### src/fsw_pkg.sv
// Constants, opcodes and command classes of the flash status and write-latch block
// What this block does
// - A register read keeps repeating the same register byte until chip select rises.
// - Status bit 0 is the read-only busy flag, 1 while an internal write runs.
// - Status bit 1 shows the write latch, cleared by default.
// - Status bits 2 to 5 hold the four-bit block-protect level, zero protects nothing.
// - Status bit 6 is the quad enable bit, default cleared.
// - Status bit 7 is the status lock bit, default cleared.
// - Protect, quad enable and lock bits start cleared from the factory.
// - The status write data never sets the write latch; the latch clears when the write ends.
// - Status write 01h updates protect, quad enable and lock bits.
// - Busy is set during program, erase, non-volatile register write and gang lock operations.
// - While busy only register reads, resets and the suspend below are taken, all else ignored.
// - During busy program or erase the suspend instruction is also taken.
// - When an operation ends busy clears and new instructions are taken.
// - With the latch clear, every latch-guarded write is inhibited.
// - Instruction 06h sets the write latch; hosts send it before writes.
// - The latch-clear instruction clears the write latch.
// - Completion of any non-volatile write, program or erase clears the latch.
// - Page program instructions in all forms need the latch set first.
// - Sector, block and full-array erase instructions need the latch set first.
// - Function, read-parameter and bank register writes need the latch set first.
// - Protection-related instructions need the latch set first.
// - Information row, learning-pattern and ECC register writes need the latch.
// - Codes C0h and 17h execute without a preceding latch set.
// - Lock set with protect pin low makes status writes ignored, unless quad enable is set.
// - Full-array erase is ignored unless the protect level is zero.
package fsw_pkg;

	// ==========================================================
	// Status byte layout
	localparam int             ST_BUSY_BIT  = 0;
	localparam int             ST_LATCH_BIT = 1;
	localparam int             ST_PROT_LSB  = 2;
	localparam int             ST_PROT_MSB  = 5;
	localparam int             ST_QUAD_BIT  = 6;
	localparam int             ST_LOCK_BIT  = 7;
	localparam logic [7:0]     STATUS_RESET = 8'h00;
	localparam logic [3:0]     PROT_RESET   = 4'h0;

	// ==========================================================
	// Pin synchroniser: csN, sck, si, wpN, hwResetN (bit 0 first)
	localparam int             PIN_COUNT    = 5;
	localparam logic [4:0]     PIN_IDLE     = 5'h19;

	// ==========================================================
	// Timing
	localparam int             CLK_PERIOD_NS = 40;
	localparam int             OP_TIME_NS    = 100000;
	localparam int             OP_CYCLES     = OP_TIME_NS / CLK_PERIOD_NS;
	localparam int             OP_CNT_W      = 12;

	// ==========================================================
	// Opcodes handled directly
	localparam logic [7:0] OP_STATUS_WRITE  = 8'h01;
	localparam logic [7:0] OP_LATCH_CLEAR   = 8'h04;
	localparam logic [7:0] OP_STATUS_READ   = 8'h05;
	localparam logic [7:0] OP_LATCH_SET     = 8'h06;
	localparam logic [7:0] OP_FUNC_READ     = 8'h48;
	localparam logic [7:0] OP_XPARAM_READ   = 8'h81;
	localparam logic [7:0] OP_RESET_ARM     = 8'h66;
	localparam logic [7:0] OP_RESET_GO      = 8'h99;
	localparam logic [7:0] OP_SUSPEND       = 8'h75;
	localparam logic [7:0] OP_SUSPEND_ALT   = 8'hB0;
	localparam logic [7:0] OP_RESUME        = 8'h7A;
	localparam logic [7:0] OP_RESUME_ALT    = 8'h30;
	localparam logic [7:0] OP_ERASE_ALL     = 8'hC7;
	localparam logic [7:0] OP_ERASE_ALL_ALT = 8'h60;
	localparam logic [7:0] OP_VOL_PARAM_ALT = 8'hC0;
	localparam logic [7:0] OP_VOL_BANK_ALT  = 8'h17;
	localparam logic [4:0] BITS_OPCODE      = 5'h08;
	localparam logic [4:0] BITS_WITH_DATA   = 5'h10;

	// ==========================================================
	// Command classes
	typedef enum logic [2:0] {
		CL_OTHER    = 3'h0,
		CL_PROGERA  = 3'h1,
		CL_NVWRITE  = 3'h2,
		CL_VOLATILE = 3'h3,
		CL_FREE     = 3'h4
	} fsw_class_t;

	// Operation sequencer states
	typedef enum logic [2:0] {
		S_IDLE = 3'b001,
		S_BUSY = 3'b010,
		S_SUSP = 3'b100
	} fsw_state_t;

	function automatic fsw_class_t fsw_classify(input logic [7:0] op);
		fsw_class_t c;
		c = CL_OTHER;
		unique case (op)
			8'h02, 8'h12, 8'h32, 8'h38, 8'h34, 8'h3E,
			8'hD7, 8'h20, 8'h21, 8'h52, 8'h5C, 8'hD8, 8'hDC, 8'hC7, 8'h60:
				c = CL_PROGERA;
			8'h01, 8'h42, 8'h65, 8'h85, 8'h64, 8'h62, 8'h18, 8'hFD, 8'hE3,
			8'hE4, 8'h2F, 8'hA6, 8'h7E, 8'h98, 8'hE8, 8'h43, 8'hB5:
				c = CL_NVWRITE;
			// volatile writes guarded by the latch
			8'h63, 8'h83, 8'hC5, 8'hFB, 8'hE1, 8'h91, 8'h4A:
				c = CL_VOLATILE;
			// alternate volatile codes, no latch needed
			8'hC0, 8'h17:
				c = CL_FREE;
			default:
				c = CL_OTHER;
		endcase
		return c;
	endfunction

endpackage

### src/fsw_pin_sync.sv
// Three-stage synchroniser with agreement filter for asynchronous pins
`timescale 1ns/10ps
module fsw_pin_sync #(
	parameter int                WIDTH    = 1,
	parameter logic [WIDTH-1:0]  IDLE_VAL = '0
) (
	input  wire logic              clock,
	input  wire logic              rst,
	input  wire logic [WIDTH-1:0]  pinIn,
	output logic      [WIDTH-1:0]  pinOut
);

	logic [WIDTH-1:0] stage1_r;
	logic [WIDTH-1:0] stage2_r;
	logic [WIDTH-1:0] stage3_r;
	logic [WIDTH-1:0] agree;
	logic [WIDTH-1:0] pinOut_nxt;

	// Only the second and third stages are compared; the first may be metastable
	assign agree      = ~(stage2_r ^ stage3_r);
	assign pinOut_nxt = (agree & stage3_r) | (~agree & pinOut);

	always_ff @(posedge clock)
	begin
		if (rst)
		begin
			stage1_r <= IDLE_VAL;
			stage2_r <= IDLE_VAL;
			stage3_r <= IDLE_VAL;
			pinOut   <= IDLE_VAL;
		end
		else
		begin
			stage1_r <= pinIn;
			stage2_r <= stage1_r;
			stage3_r <= stage2_r;
			pinOut   <= pinOut_nxt;
		end
	end

endmodule // fsw_pin_sync

### src/fsw_op_timer.sv
// Duration counter for internal write cycles, with hold and abort
`timescale 1ns/10ps
module fsw_op_timer (
	input  wire logic clock,
	input  wire logic rst,
	input  wire logic start,
	input  wire logic hold,
	input  wire logic abort,
	output logic      done
);

	localparam logic [fsw_pkg::OP_CNT_W-1:0] LOAD =
		fsw_pkg::OP_CNT_W'(fsw_pkg::OP_CYCLES - 1);

	logic [fsw_pkg::OP_CNT_W-1:0] count_r;
	logic                         run_r;
	logic                         finish;

	assign finish = run_r & ~hold & ~abort & (count_r == '0);

	always_ff @(posedge clock)
	begin
		if (rst | abort)
		begin
			count_r <= '0;
			run_r   <= 1'b0;
			done    <= 1'b0;
		end
		else if (start)
		begin
			count_r <= LOAD;
			run_r   <= 1'b1;
			done    <= 1'b0;
		end
		else
		begin
			done <= finish;
			if (finish)
				run_r <= 1'b0;
			else if (run_r & ~hold)
				count_r <= count_r - 1'b1;
		end
	end

endmodule // fsw_op_timer

### src/fsw_status_core.sv
// Serial flash status byte, write latch and busy sequencer behind the SPI pins
`timescale 1ns/10ps
module fsw_status_core (
	input  wire logic       clock,
	input  wire logic       rst,
	input  wire logic       csN,
	input  wire logic       sck,
	input  wire logic       si,
	input  wire logic       wpN,
	input  wire logic       hwResetN,
	output logic            so,
	output logic            soEn,
	output logic            opRunning,
	output logic            writeLatch,
	output logic [3:0]      protectLevel,
	output logic            quadIoEnable,
	output logic            statusLock
);

	// ==========================================================
	// Pin synchronisation and edges
	logic [4:0] pinRaw;
	logic [4:0] pinSync;
	logic       csNS;
	logic       sckS;
	logic       siS;
	logic       wpNS;
	logic       hwResetNS;
	logic       csPrev_r;
	logic       sckPrev_r;
	logic       sckRise;
	logic       sckFall;
	logic       frameEnd;

	assign pinRaw = {hwResetN, wpN, si, sck, csN};

	fsw_pin_sync #(
		.WIDTH    (fsw_pkg::PIN_COUNT),
		.IDLE_VAL (fsw_pkg::PIN_IDLE)
	) u_sync (
		.clock  (clock),
		.rst    (rst),
		.pinIn  (pinRaw),
		.pinOut (pinSync)
	);

	assign csNS      = pinSync[0];
	assign sckS      = pinSync[1];
	assign siS       = pinSync[2];
	assign wpNS      = pinSync[3];
	assign hwResetNS = pinSync[4];
	assign sckRise   = ~csNS & sckS & ~sckPrev_r;
	assign sckFall   = ~csNS & ~sckS & sckPrev_r;
	assign frameEnd  = csNS & ~csPrev_r;

	// ==========================================================
	// Serial input shifter
	logic [7:0] shiftIn_r;
	logic [7:0] shiftIn_nxt;
	logic [4:0] bitCount_r;
	logic [4:0] bitCount_nxt;
	logic [7:0] opcode_r;
	logic [7:0] dataByte_r;
	logic       opcodeDone;
	logic       dataDone;

	assign shiftIn_nxt  = {shiftIn_r[6:0], siS};
	assign opcodeDone   = sckRise & (bitCount_r == fsw_pkg::BITS_OPCODE - 5'h01);
	assign dataDone     = sckRise & (bitCount_r == fsw_pkg::BITS_WITH_DATA - 5'h01);
	// Count saturates so long address or data phases never wrap into a fake opcode
	assign bitCount_nxt = (bitCount_r == 5'h1F) ? bitCount_r : bitCount_r + 5'h01;

	always_ff @(posedge clock)
	begin
		if (rst | csNS)
		begin
			shiftIn_r  <= 8'h00;
			bitCount_r <= 5'h00;
		end
		else if (sckRise)
		begin
			shiftIn_r  <= shiftIn_nxt;
			bitCount_r <= bitCount_nxt;
		end
	end

	always_ff @(posedge clock)
	begin
		if (rst)
		begin
			opcode_r   <= 8'h00;
			dataByte_r <= 8'h00;
			csPrev_r   <= 1'b1;
			sckPrev_r  <= 1'b0;
		end
		else
		begin
			csPrev_r  <= csNS;
			sckPrev_r <= sckS;
			if (opcodeDone)
				opcode_r <= shiftIn_nxt;
			if (dataDone)
				dataByte_r <= shiftIn_nxt;
		end
	end

	// ==========================================================
	// Status byte
	logic                   latch_r;
	logic                   latch_nxt;
	logic [3:0]             prot_r;
	logic                   quad_r;
	logic                   lock_r;
	fsw_pkg::fsw_state_t    state_r;
	fsw_pkg::fsw_state_t    state_nxt;
	logic                   busy;
	logic [7:0]             statusByte;

	// busy only while the sequencer runs an operation
	assign busy = (state_r == fsw_pkg::S_BUSY);

	always_comb
	begin
		statusByte                                         = fsw_pkg::STATUS_RESET;
		statusByte[fsw_pkg::ST_BUSY_BIT]                   = busy;
		statusByte[fsw_pkg::ST_LATCH_BIT]                  = latch_r;
		statusByte[fsw_pkg::ST_PROT_MSB:fsw_pkg::ST_PROT_LSB] = prot_r;
		statusByte[fsw_pkg::ST_QUAD_BIT]                   = quad_r;
		statusByte[fsw_pkg::ST_LOCK_BIT]                   = lock_r;
	end

	// ==========================================================
	// Serial output: register reads repeat until chip select rises
	logic       readStatus;
	logic       readZero;
	logic       readActive_r;
	logic [7:0] shiftOut_r;
	logic [2:0] outCount_r;
	logic [7:0] readSource;

	assign readStatus = (shiftIn_nxt == fsw_pkg::OP_STATUS_READ);
	assign readZero   = (shiftIn_nxt == fsw_pkg::OP_FUNC_READ) |
	                    (shiftIn_nxt == fsw_pkg::OP_XPARAM_READ);
	// Registers other than status are outside this block and read as zero
	assign readSource = (opcode_r == fsw_pkg::OP_STATUS_READ) ? statusByte : 8'h00;

	always_ff @(posedge clock)
	begin
		if (rst | csNS)
		begin
			readActive_r <= 1'b0;
			outCount_r   <= 3'h0;
			shiftOut_r   <= 8'h00;
			so           <= 1'b0;
			soEn         <= 1'b0;
		end
		else
		begin
			if (opcodeDone)
				readActive_r <= readStatus | readZero;
			// reload the live byte at each byte boundary
			if (sckFall & readActive_r)
			begin
				soEn       <= 1'b1;
				outCount_r <= outCount_r + 3'h1;
				if (outCount_r == 3'h0)
				begin
					so         <= readSource[7];
					shiftOut_r <= {readSource[6:0], 1'b0};
				end
				else
				begin
					so         <= shiftOut_r[7];
					shiftOut_r <= {shiftOut_r[6:0], 1'b0};
				end
			end
		end
	end

	// ==========================================================
	// Instruction decode at the end of each frame
	fsw_pkg::fsw_class_t opClass;
	logic                full;
	logic                allowedBusy;
	logic                accepted;
	logic                isSuspend;
	logic                isResume;
	logic                softReset;
	logic                hardReset;
	logic                wpLow;
	logic                statusLocked;
	logic                eraseAllBlocked;
	logic                guarded;
	logic                startOp;
	logic                statusWrite;
	logic                doSuspend;
	logic                doResume;
	logic                opDone;
	logic                progEraseOp_r;
	logic                resetArmed_r;

	assign opClass   = fsw_pkg::fsw_classify(opcode_r);
	assign full      = (bitCount_r >= fsw_pkg::BITS_OPCODE);
	assign isSuspend = (opcode_r == fsw_pkg::OP_SUSPEND) |
	                   (opcode_r == fsw_pkg::OP_SUSPEND_ALT);
	assign isResume  = (opcode_r == fsw_pkg::OP_RESUME) |
	                   (opcode_r == fsw_pkg::OP_RESUME_ALT);

	// only reads, resets and, during program or erase, suspend pass while busy
	assign allowedBusy = (opcode_r == fsw_pkg::OP_STATUS_READ) |
	                     (opcode_r == fsw_pkg::OP_FUNC_READ) |
	                     (opcode_r == fsw_pkg::OP_XPARAM_READ) |
	                     (opcode_r == fsw_pkg::OP_RESET_ARM) |
	                     (opcode_r == fsw_pkg::OP_RESET_GO) |
	                     (isSuspend & progEraseOp_r);
	assign accepted    = frameEnd & full & (~busy | allowedBusy);

	assign softReset = accepted & resetArmed_r & (opcode_r == fsw_pkg::OP_RESET_GO);
	// The reset pin shares a ball with a quad data line, so quad mode disables it
	assign hardReset = ~hwResetNS & ~quad_r;
	// Protect pin likewise doubles as a quad data line
	assign wpLow     = ~wpNS & ~quad_r;

	assign statusLocked    = lock_r & wpLow;
	// array erase only with no block protected
	assign eraseAllBlocked = ((opcode_r == fsw_pkg::OP_ERASE_ALL) |
	                          (opcode_r == fsw_pkg::OP_ERASE_ALL_ALT)) & (prot_r != 4'h0);
	assign guarded = accepted & latch_r & (state_r == fsw_pkg::S_IDLE);

	// long operations run the busy sequencer
	assign statusWrite = guarded & (opcode_r == fsw_pkg::OP_STATUS_WRITE) & ~statusLocked &
	                     (bitCount_r >= fsw_pkg::BITS_WITH_DATA);
	assign startOp     = statusWrite |
	                     (guarded & (opClass == fsw_pkg::CL_PROGERA) & ~eraseAllBlocked) |
	                     (guarded & (opClass == fsw_pkg::CL_NVWRITE) &
	                      (opcode_r != fsw_pkg::OP_STATUS_WRITE));
	assign doSuspend   = accepted & busy & isSuspend & progEraseOp_r;
	assign doResume    = accepted & (state_r == fsw_pkg::S_SUSP) & isResume;

	fsw_op_timer u_timer (
		.clock (clock),
		.rst   (rst),
		.start (startOp),
		.hold  (state_r == fsw_pkg::S_SUSP),
		.abort (softReset | hardReset),
		.done  (opDone)
	);

	// ==========================================================
	// Operation sequencer
	always_comb
	begin
		state_nxt = state_r;
		unique case (state_r)
			fsw_pkg::S_IDLE:
				if (startOp)
					state_nxt = fsw_pkg::S_BUSY;
			fsw_pkg::S_BUSY:
				if (opDone)
					state_nxt = fsw_pkg::S_IDLE;
				else if (doSuspend)
					state_nxt = fsw_pkg::S_SUSP;
			fsw_pkg::S_SUSP:
				if (doResume)
					state_nxt = fsw_pkg::S_BUSY;
			default:
				state_nxt = fsw_pkg::S_IDLE;
		endcase
		if (softReset | hardReset)
			state_nxt = fsw_pkg::S_IDLE;
	end

	// ==========================================================
	// Write latch
	always_comb
	begin
		latch_nxt = latch_r;
		// cleared when a non-volatile write, program or erase ends
		if (opDone)
			latch_nxt = 1'b0;
		if (accepted & (opcode_r == fsw_pkg::OP_LATCH_CLEAR))
			latch_nxt = 1'b0;
		if (softReset | hardReset)
			latch_nxt = 1'b0;
		// set is applied last so it wins
		if (accepted & ~busy & (opcode_r == fsw_pkg::OP_LATCH_SET))
			latch_nxt = 1'b1;
	end

	always_ff @(posedge clock)
	begin
		if (rst)
		begin
			// busy and latch clear from reset
			state_r       <= fsw_pkg::S_IDLE;
			latch_r       <= 1'b0;
			progEraseOp_r <= 1'b0;
			resetArmed_r  <= 1'b0;
		end
		else
		begin
			state_r <= state_nxt;
			// latch moves only by its own logic
			latch_r <= latch_nxt;
			if (startOp)
				progEraseOp_r <= (opClass == fsw_pkg::CL_PROGERA);
			if (accepted)
				resetArmed_r <= (opcode_r == fsw_pkg::OP_RESET_ARM);
		end
	end

	// ==========================================================
	// Non-volatile status bits
	always_ff @(posedge clock)
	begin
		if (rst)
		begin
			prot_r <= fsw_pkg::PROT_RESET;
			quad_r <= 1'b0;
			lock_r <= 1'b0;
		end
		// status write takes bits 7 to 2
		else if (statusWrite)
		begin
			prot_r <= dataByte_r[fsw_pkg::ST_PROT_MSB:fsw_pkg::ST_PROT_LSB];
			quad_r <= dataByte_r[fsw_pkg::ST_QUAD_BIT];
			lock_r <= dataByte_r[fsw_pkg::ST_LOCK_BIT];
		end
	end

	// ==========================================================
	// Status outputs, registered copies
	always_ff @(posedge clock)
	begin
		if (rst)
		begin
			opRunning    <= 1'b0;
			writeLatch   <= 1'b0;
			protectLevel <= fsw_pkg::PROT_RESET;
			quadIoEnable <= 1'b0;
			statusLock   <= 1'b0;
		end
		else
		begin
			opRunning    <= (state_nxt == fsw_pkg::S_BUSY);
			writeLatch   <= latch_nxt;
			protectLevel <= prot_r;
			quadIoEnable <= quad_r;
			statusLock   <= lock_r;
		end
	end

endmodule // fsw_status_core

### config.mk
export PLATFORM = sky130hd
export DESIGN_NAME = fsw_status_core
export DESIGN_NICKNAME = d
export VERILOG_FILES = /design/src/fsw_pkg.sv /design/src/fsw_pin_sync.sv /design/src/fsw_op_timer.sv /design/src/fsw_status_core.sv
export SDC_FILE = /design/constraint.sdc
export NUM_CORES = 1
export LEC_CHECK = 0
export BUFFER_PORTS_ARGS = -buffer_cell sky130_fd_sc_hd__buf_2
export CORE_UTILIZATION = 34
export DETAILED_ROUTE_END_ITERATION = 8
export MAX_ROUTING_LAYER = met4
export SKIP_LAST_GASP = 1
export SLEW_MARGIN = 20
export SYNTH_ARGS = -nofsm -noshare
export SYNTH_HDL_FRONTEND = slang
export SYNTH_HIERARCHICAL = 1
export SYNTH_SLANG_ARGS = --single-unit
### constraint.sdc
create_clock -name clock -period 2.8 [get_ports clock]
set_clock_uncertainty 0.05 [all_clocks]
set_input_delay 0.56 -clock clock [delete_from_list [all_inputs] [get_ports clock]]
set_output_delay 0.56 -clock clock [all_outputs]
set_load 0.03 [all_outputs]
==> results of run 1 <==
logic make-up (layout without fill, tap and decap cells):
logic type,after synthesis,after routing,synth area share (%)
xor gates and xnor gates,8,8,1.564
adders and majority gates,8,8,2.235
and+or+nand+nor,206,206,26.62
buffers and inverters,47,82,6.061
AOI/OAI and AO/OA,93,93,15.25
muxes,28,28,6.257
DFF,94,94,42.01
per-layer routing:
metal	track usage [%]	routed length [microns]	vias up
met1	20.47	4891	1752
met5	-	0	-
met4	6.076	209	0
met2	25.56	4847	76
met3	3.913	416	17
li1	-	-	1802
flip-flops by register name, indices dropped and copies added, names as in the netlist, 3 cells and up, named ones only:
name / flops
protectLevel: 4
shiftOut_r: 7
outCount_r: 3
u_sync/stage3_r: 5
u_sync/stage1_r: 5
u_sync/stage2_r: 5
state_r: 3
u_timer/count_r: 12
prot_r: 4
opcode_r: 8
shiftIn_r: 7
dataByte_r: 6
bitCount_r: 5
worst paths after layout:
path / start / end / slack (ps) / cells past startpoint
setup / recovery: opcode_r[6] / u_timer/count_r[0] / 30 / 11
hold / removal: hwResetN / u_sync/stage1_r[4] / 340 / 2
hold reg to reg: u_sync/stage1_r[3] / u_sync/stage2_r[3] / 360 / 1
setup reg to reg: opcode_r[6] / u_timer/count_r[0] / 30 / 11
worst max-delay path: cells and delay by family (launching register included):
kind / cells / cell delay [ps]
flip-flops: 1 / 410
AO/OA/AOI/OAI: 5 / 1170
AND/OR/NAND/NOR: 4 / 710
buffers and inverters: 2 / 340
stage by stage:
step / hold WS, ps / setup slack, ps / utilization (%)
floorplan: 333.2 / 31.58 / -
global placement: 338.6 / 132.0 / 37.76
detailed placement: 345.7 / 44.37 / 37.76
CTS: 330.3 / 13.13 / 40.48
global route: 340.1 / -124.1 / 41.18
finish: 341.8 / 26.74 / 41.18
area by class of cell:
cell class | instances | share of cell area [%]
repair buffers | 51 | 6.855
inverters | 15 | 1.075
flip-flops and latches | 94 | 35.97
multi-input cells | 343 | 45.38
clock inverters | 6 | 2.245
clock buffers | 10 | 4.371
well taps | 172 | 4.108
cells in the final DEF, fill, tap and decap left out, types with 10 or more instances in the layout:
cell type,synthesis,final
mux2i_1,28,28
or2_1,10,10
a21oi_1,24,23
nor2b_1,19,19
nand3_1,11,11
dfxtp_1,94,92
nor2_1,66,66
o21ai_0,10,10
inv_1,15,15
nand2_1,18,18
buf_2,10,16
buf_4,6,33
nand4_1,10,10
power by group:
part	leakage, nW	switching [mW]	internal [mW]
sequential	0.761	0.00336	1.35
clock	0.165	0.521	0.882
combinational	1.05	0.0208	0.0119
timing repair:
action                                  in CTS  in global routing
setup buffers                                0                  7
resized for setup                            0                 10
endpoints found under the setup margin       0                  9
==> impl_metrics.json, run 1 <==
{
  "p_leak_nw": 1.981,
  "cp.required_ps": 3000,
  "die_x_microns": 116.8,
  "routed_via_density": 5.278,
  "max_freq_ghz": 0.3606,
  "rows": 41,
  "num-fill-cells": 1286,
  "worst_pin_slew_ps": 718.4,
  "antenna_cells": 0,
  "yosys_warnings": 6,
  "die_area_sq_um": 13640,
  "synthesis.nets": 499,
  "hpwl_mm": 7.226,
  "multiInputGateArea_sq_um": 2377,
  "maxSlewViolCount": 0,
  "startpoint_type": "flip-flop",
  "ctsHoldBuffers": 0,
  "htree_levels": 3,
  "cp.arrival_ps": 2980,
  "final-hold-violation-count": 0,
  "fin_cells": 691,
  "hold_path.class": "in -> reg",
  "place_inst": 668,
  "synthFlopType": "dfxtp_1",
  "ant_nets": 0,
  "portBuffers": 16,
  "insertion_delay_ps": 350,
  "max_slew_margin_pct": 52.05,
  "synth_cell_types": 73,
  "setup_violations": 0,
  "vias": 3647,
  "syn_area_sq_um": 4479,
  "drtPass1Iterations": 4,
  "drt_iter0_drc": 191,
  "grt_max_degree": 30,
  "grt_antenna_before_repair": 0,
  "grt.total_usage_pct": 16.34,
  "synth_top_area_share_pct": 42.01,
  "nets": 529,
  "dieHeight_microns": 116.8,
  "syn_inst": 484,
  "core_area_sq_um": 12720,
  "crit_chain": "buf_12 > nor2b_1 > a2bb2o_1 > nand4_1 > a41o_1 > o22ai_2 > buf_4 > nor3b_4 > nand4_1 > a21o_1 > a311oi_2",
  "async_flop_share_pct": 0,
  "syn2layout_area_growth_pct": 16.96,
  "status": "finished clean",
  "ff_latch_area_sq_um": 1884,
  "drc": 0,
  "synth.most_common_cell": "dfxtp_1",
  "synth_largest_area_cell": "dfxtp_1",
  "min_period_ps": 2773,
  "gp_congestion": 0.8649,
  "clock-sinks": 94,
  "setup_tns_ps": 0,
  "ys_top_cells_by_count": "dfxtp_1, nor2_1, mux2i_1, a21oi_1, nor2b_1",
  "ios": 17,
  "cap_violations": 0,
  "clock_path_buffers": 2,
  "place_area_sq_um": 4803,
  "cts.clk_slew.worst_paths_ps": 70,
  "endpoint_kind": "flip-flop",
  "grt_overflow_total": 0,
  "crit_type": "reg -> reg",
  "cpMaxStageDelayCell": "dfxtp_1",
  "crit_path_max_fanout": 17,
  "grt_setup_unrepaired": "yes",
  "ctsRootBufferMaster": "clkbuf_16",
  "ys_top_cells_by_area": "dfxtp_1, mux2i_1, nor2_1, a21oi_1, nor2b_1",
  "grt_pass1_vias": 3385,
  "cts_tree": "built",
  "stdcell_area_sq_um": 5239,
  "synth-edff-count": 0,
  "min_period_over_period_pct": 99.05,
  "cts_buffers": 9,
  "grt_pass1_wl_mm": 16.64,
  "power_mw": 2.785,
  "drive_above_1_share_pct": 18.30,
  "cpPeakStageDelay_ps": 410,
  "seq_area_frac_synth_pct": 42.01,
  "powerDensity_nw_per_um2": 531.6,
  "drt-wirelength-per-cell_microns": 15.00,
  "routed_wl_mm": 10.37,
  "initial_utilization_pct": 35.21,
  "ys_ff_latch": 94,
  "ir_drop_uv": 282.9,
  "avgSynthCellArea_sq_um": 9.255,
  "cpMostUsedCell": "nand4_1"
}
No activity file was read; power rests on OpenSTA's default activity.
==> run 2, diff against run 1 <==
--- a/config.mk
+++ b/config.mk
@@ -9,6 +9,7 @@
 export CORE_UTILIZATION = 34
 export DETAILED_ROUTE_END_ITERATION = 8
 export MAX_ROUTING_LAYER = met4
+export SETUP_SLACK_MARGIN = 0.5
 export SKIP_LAST_GASP = 1
 export SLEW_MARGIN = 20
 export SYNTH_ARGS = -nofsm -noshare
==> run 2 against run 1 <==
Global-route usage grew 0.40 points. Routed wire length down 1.1%. Via count is 0.99% lower. Die area is the same. Sequential power barely moved. Maximum frequency rose by 12%. Critical path depth shrank 2. Sequential share of layout area up 0.24 points. Critical path type unchanged. Critical endpoint is now u_timer/count_r[6]. Largest cell class unchanged. Highest routed layer unchanged.
==> impl_metrics.json, run 2 (synthesis results as in run 1) <==
{
  "crit_path_max_fanout": 9,
  "initial_utilization_pct": 35.21,
  "hold_path.class": "in -> reg",
  "antenna_cells": 0,
  "grt.total_usage_pct": 16.73,
  "worst_pin_slew_ps": 696.2,
  "cpMostUsedCell": "o31a_1",
  "r2r-start": "opcode_r[6]",
  "postLayoutCoreUtil_pct": 41.21,
  "grt-busiest-layer": "met2",
  "top_register": "u_timer/count_r",
  "hold_start": "csN",
  "drtPass1Iterations": 4,
  "dieHeight_microns": 116.8,
  "setup_tns_ps": 0,
  "cts.clk_slew.worst_paths_ps": 70,
  "stdcell_area_sq_um": 5243,
  "max_freq_ghz": 0.4046,
  "ios": 17,
  "grt_setup_unrepaired": "yes",
  "r2r_cells": 9,
  "crit_type": "reg -> reg",
  "grt_antenna_before_repair": 0,
  "fin_cells": 689,
  "clock_path_buffers": 2,
  "grtUsageMet3_pct": 4.119,
  "multiInputGateArea_sq_um": 2447,
  "syn2layout_area_growth_pct": 17.04,
  "final-hold-violation-count": 0,
  "num-fill-cells": 1320,
  "p_leak_nw": 1.953,
  "startpoint_type": "flip-flop",
  "final_cell_mix": "dfxtp_1, nor2_1, buf_4, mux2i_1, a21oi_1",
  "pwr-share-clk_pct": 46.0,
  "cp.required_ps": 2990,
  "hpwl_mm": 7.045,
  "status": "finished clean",
  "place_inst": 662,
  "p_sw_share_pct": 22.63,
  "ir_drop_uv": 400.5,
  "maxSlewViolCount": 0,
  "largest_reg_flops": 12,
  "cp.arrival_ps": 2660,
  "final_common_cell": "dfxtp_1",
  "htree_levels": 3,
  "rows": 41,
  "drive_above_1_share_pct": 21.86,
  "largest_registers": "u_timer/count_r x12, opcode_r x8",
  "setup_violations": 0,
  "power_mw": 2.550,
  "core_area_sq_um": 12720,
  "seq_power_share_pct": 52.8,
  "worstSetupStartpoint": "opcode_r[6]",
  "powerDensity_nw_per_um2": 486.5,
  "cts_buffers": 9,
  "ff_latch_area_sq_um": 1898,
  "drt_iter0_drc": 121,
  "ctsRootBufferMaster": "clkbuf_16",
  "drc": 0,
  "max_slew_margin_pct": 53.49,
  "drt-wirelength-per-cell_microns": 14.87,
  "routed_wl_mm": 10.25,
  "clock-sinks": 94,
  "grt_pass1_wl_mm": 17.24,
  "grt_max_degree": 52,
  "min_period_over_period_pct": 88.26,
  "whs_path_depth": 2,
  "place_area_sq_um": 4761,
  "portBuffers": 16,
  "cts_tree": "built",
  "endpoint_kind": "flip-flop",
  "p_switching_mw": 0.5771,
  "crit_chain": "or4b_4 > a21oi_1 > o21ai_1 > a41o_1 > o22ai_4 > nor4b_2 > and4_4 > o31a_1 > o31a_1",
  "cap_violations": 0,
  "insertion_delay_ps": 350,
  "cpMaxStageDelayCell": "or4b_4",
  "gp_congestion": 0.8590,
  "use_met2_pct": 25.44,
  "power_frac_comb_pct": 1.2,
  "global_route.usage.met1_pct": 21.63,
  "grt_overflow_total": 0,
  "routed_via_density": 5.241,
  "die_area_sq_um": 13640,
  "grt_pass1_vias": 3415,
  "die_x_microns": 116.8,
  "vias": 3611,
  "nets": 527,
  "cpPeakStageDelay_ps": 540,
  "cell_internal_pwr_mw": 1.973,
  "min_period_ps": 2471,
  "ant_nets": 0
}
## run 2: cell types whose count changed in the layout (fill, tap and decap cells not counted), moves of 3 or more
cell,change
bufinv_16,-3
dfxtp_1,-5
dfxtp_4,+3
nor2_1,-3
nor2_2,+3
nor3_1,-3
nor3_2,+3
## run 2: final timing paths
check | to | slack [ps]
setup / recovery | u_timer/count_r[6] | 330
hold / removal | u_sync/stage1_r[0] | 340
setup reg to reg | u_timer/count_r[6] | 330
hold reg to reg | u_sync/stage2_r[3] | 360
## run 2: timing repair
item,in CTS,in global routing
cloned,0,0
hold buffers,0,0
setup endpoints to repair,15,30
resized for setup,20,12
buffers inserted,6,5
pin swaps,5,4
## run 2: layout make-up
| cell class | count | share of cell area (%) |
|---|---|---|
| clock buffer | 10 | 4.368 |
| sequential | 94 | 36.21 |
| clock inverter | 6 | 1.002 |
| inverter | 15 | 1.074 |
| tap | 172 | 4.105 |
| multi-input combinational | 343 | 46.68 |
| timing repair buffer | 49 | 6.563 |
## run 2: metrics by stage
step	setup WS, ps	hold slack, ps
after global placement	148.2	335.1
after detailed placement	115.8	343.1
after CTS	332.8	332.3
final	328.7	339.7
after floorplan	152.0	333.2
after global routing	212.2	336.7
## run 2: power groups by stage
stage                     Sequential, mW  Clock [mW]  Combinational, mW
after global placement              1.38           0             0.0304
after detailed placement            1.38           0             0.0310
final                               1.35        1.17             0.0313
after floorplan                     1.38           0             0.0219
after global routing                1.35        1.26             0.0350
after CTS                           1.35        1.20             0.0319
## run 2: worst max-delay path: cells and delay by family (launching register included)
kind,cells,cell delay (ps)
and+or+nand+nor,3,850
DFF,1,370
AOI/OAI and AO/OA,6,1100
## run 2: layer usage
layer	share of wire (%)	wire (microns)
met1	48	4960
met2	46	4721
met3	3.5	359
met4	2.0	207
met5	0	0
==> run 3, diff against run 2 <==
--- a/config.mk
+++ b/config.mk
@@ -6,9 +6,10 @@
 export NUM_CORES = 1
 export LEC_CHECK = 0
 export BUFFER_PORTS_ARGS = -buffer_cell sky130_fd_sc_hd__buf_2
-export CORE_UTILIZATION = 34
+export CORE_UTILIZATION = 55
 export DETAILED_ROUTE_END_ITERATION = 8
 export MAX_ROUTING_LAYER = met4
+export PLACE_DENSITY = 0.75
 export SETUP_SLACK_MARGIN = 0.5
 export SKIP_LAST_GASP = 1
 export SLEW_MARGIN = 20
==> constraint.sdc (replaced) <==
create_clock -name clock -period 2 [get_ports clock]
set_clock_uncertainty 0.05 [all_clocks]
set_input_delay 0.4 -clock clock [delete_from_list [all_inputs] [get_ports clock]]
set_output_delay 0.4 -clock clock [all_outputs]
set_load 0.03 [all_outputs]
==> run 3 against run 2 <==
The flow now finishes with violations (negative setup slack). Largest cell class unchanged. Register-to-register slack lost 850 ps. Critical path depth is the same. Critical path type unchanged. Sequential power up 39%. Via count up 18%. Global-route usage increased by 13 points. Clock-buffer cell count is 1 lower. Core utilization grew 37 points. Worst setup slack worse by 850 ps. Maximum frequency fell by 1.9%. Sequential share of layout area decreased by 5.0 points. Cell count up 2.6%. Final area rose by 17%.
==> impl_metrics.json, run 3 (synthesis results as in run 1) <==
{
  "drt-wirelength-per-cell_microns": 18.44,
  "grt_setup_unrepaired": "yes",
  "initial_utilization_pct": 57.37,
  "cts_buffers": 9,
  "antenna_cells": 0,
  "grt.total_usage_pct": 29.58,
  "routed_via_density": 6.013,
  "endpoint_kind": "flip-flop",
  "crit_path_max_fanout": 8,
  "portBuffers": 16,
  "routed_wl_mm": 13.04,
  "drive_above_1_share_pct": 41.49,
  "dieHeight_microns": 92.25,
  "clock_path_buffers": 2,
  "final_cell_mix": "buf_4, dfxtp_1, nor2_1, mux2i_1, buf_6",
  "grt_max_degree": 49,
  "final_common_cell": "buf_4",
  "min_period_over_period_pct": 125.9,
  "crit_chain": "or4b_4 > nor3_4 > o21ai_1 > a41o_1 > o22ai_4 > nor4b_4 > and4_4 > o31a_1 > o31a_1",
  "gp_congestion": 0.8450,
  "worst_pin_slew_ps": 576.7,
  "grt_antenna_before_repair": 0,
  "hpwl_mm": 7.936,
  "final-hold-violation-count": 0,
  "ir_drop_uv": 519.4,
  "vias": 4251,
  "maxSlewViolCount": 0,
  "insertion_delay_ps": 360,
  "violations": "negative setup slack",
  "cap_violations": 0,
  "startpoint_type": "flip-flop",
  "drc": 0,
  "clock-sinks": 94,
  "cpMostUsedCell": "o31a_1",
  "syn2layout_area_growth_pct": 36.70,
  "crit_type": "reg -> reg",
  "grt_pass1_wl_mm": 19.12,
  "setup_violations": 21,
  "status": "finished with violations",
  "top_register": "u_timer/count_r",
  "min_period_ps": 2518,
  "drt_iter0_drc": 202,
  "cp_top_family": "simple AND/OR/NAND/NOR gates",
  "dp_slack_ps": -527.0,
  "cpPeakStageDelay_ps": 560,
  "ios": 17,
  "max_slew_margin_pct": 61.47,
  "max_freq_ghz": 0.3971,
  "rows": 32,
  "setup_ws_ps": -518.0,
  "hold_path.class": "in -> reg",
  "largest_registers": "u_timer/count_r x12, opcode_r x8",
  "stdcell_area_sq_um": 6123,
  "grt_pass1_vias": 3967,
  "cts_tree": "built",
  "ant_nets": 0,
  "powerDensity_nw_per_um2": 537.3,
  "cp.required_ps": 2210,
  "die_area_sq_um": 8509,
  "nets": 615,
  "largest_reg_flops": 12,
  "place_area_sq_um": 5325,
  "die_x_microns": 92.25,
  "core_area_sq_um": 7807,
  "drtPass1Iterations": 4,
  "grt_overflow_total": 0,
  "htree_levels": 3,
  "p_leak_nw": 2.402,
  "cpMaxStageDelayCell": "or4b_4",
  "cts.clk_slew.worst_paths_ps": 100,
  "cp.arrival_ps": 2730,
  "ctsRootBufferMaster": "clkbuf_8",
  "path_buf_inv": 0,
  "postLayoutCoreUtil_pct": 78.43,
  "hold_slack_ps": 154.5
}
[run 3: changes by cell type in the layout (fill, tap and decap cells not counted), sizes merged]
| cell | previous run | this run |
|---|---|---|
| buf | 49 | 135 |
| bufinv | 0 | 1 |
| clkinvlp | 1 | 3 |
| inv | 19 | 18 |
[run 3: repair_timing]
action,in CTS,in global routing
pin swaps,21,26
hold buffers,0,0
buffers inserted,11,15
endpoints found under the setup margin,56,63
gates resized for setup,49,50
gates cloned,2,2
[run 3: final timing paths]
kind | start | end | slack, ps | cells after the start
worst min-delay path | hwResetN | u_sync/stage1_r[4] | 150 | 2
worst min register to register | u_sync/stage1_r[4] | u_sync/stage2_r[4] | 370 | 1
worst max-delay path | opcode_r[1] | u_timer/count_r[6] | -520 | 9
worst max register to register | opcode_r[1] | u_timer/count_r[6] | -520 | 9
[run 3: per-stage QoR]
stage	power [mW]	cells	TNS, ps
after global placement	1.974	661	-7223
after detailed placement	1.976	661	-8460
after global routing	3.383	707	-9350
final	3.290	707	-7336
after floorplan	1.960	484	-4600
after CTS	3.294	690	-5497
[run 3: layer usage]
layer | vias up | GRT usage, % | wire length [microns]
li1 | 1974 | - | -
met1 | 2075 | 36.16 | 5317
met2 | 155 | 48.45 | 6558
met3 | 47 | 4.975 | 659
met4 | 0 | 12.24 | 503
met5 | - | - | 0
[run 3: cell type report]
class / count / area (sq um)
clock inverters: 7 / 86.33
repair buffers: 136 / 1074
well taps: 102 / 127.6
flip-flops and latches: 94 / 1913
clock buffers: 9 / 123.9
multi-input cells: 343 / 2729
inverters: 15 / 62.56
fillers: 497 / 1684
repair inverters: 1 / 7.507
[run 3: report_power, final]
group | internal, mW | switching, mW | leakage (nW)
sequential | 1.87 | 0.00601 | 0.767
combinational | 0.0187 | 0.0318 | 1.53
clock | 0.607 | 0.752 | 0.104
total | 2.50 | 0.789 | 2.40
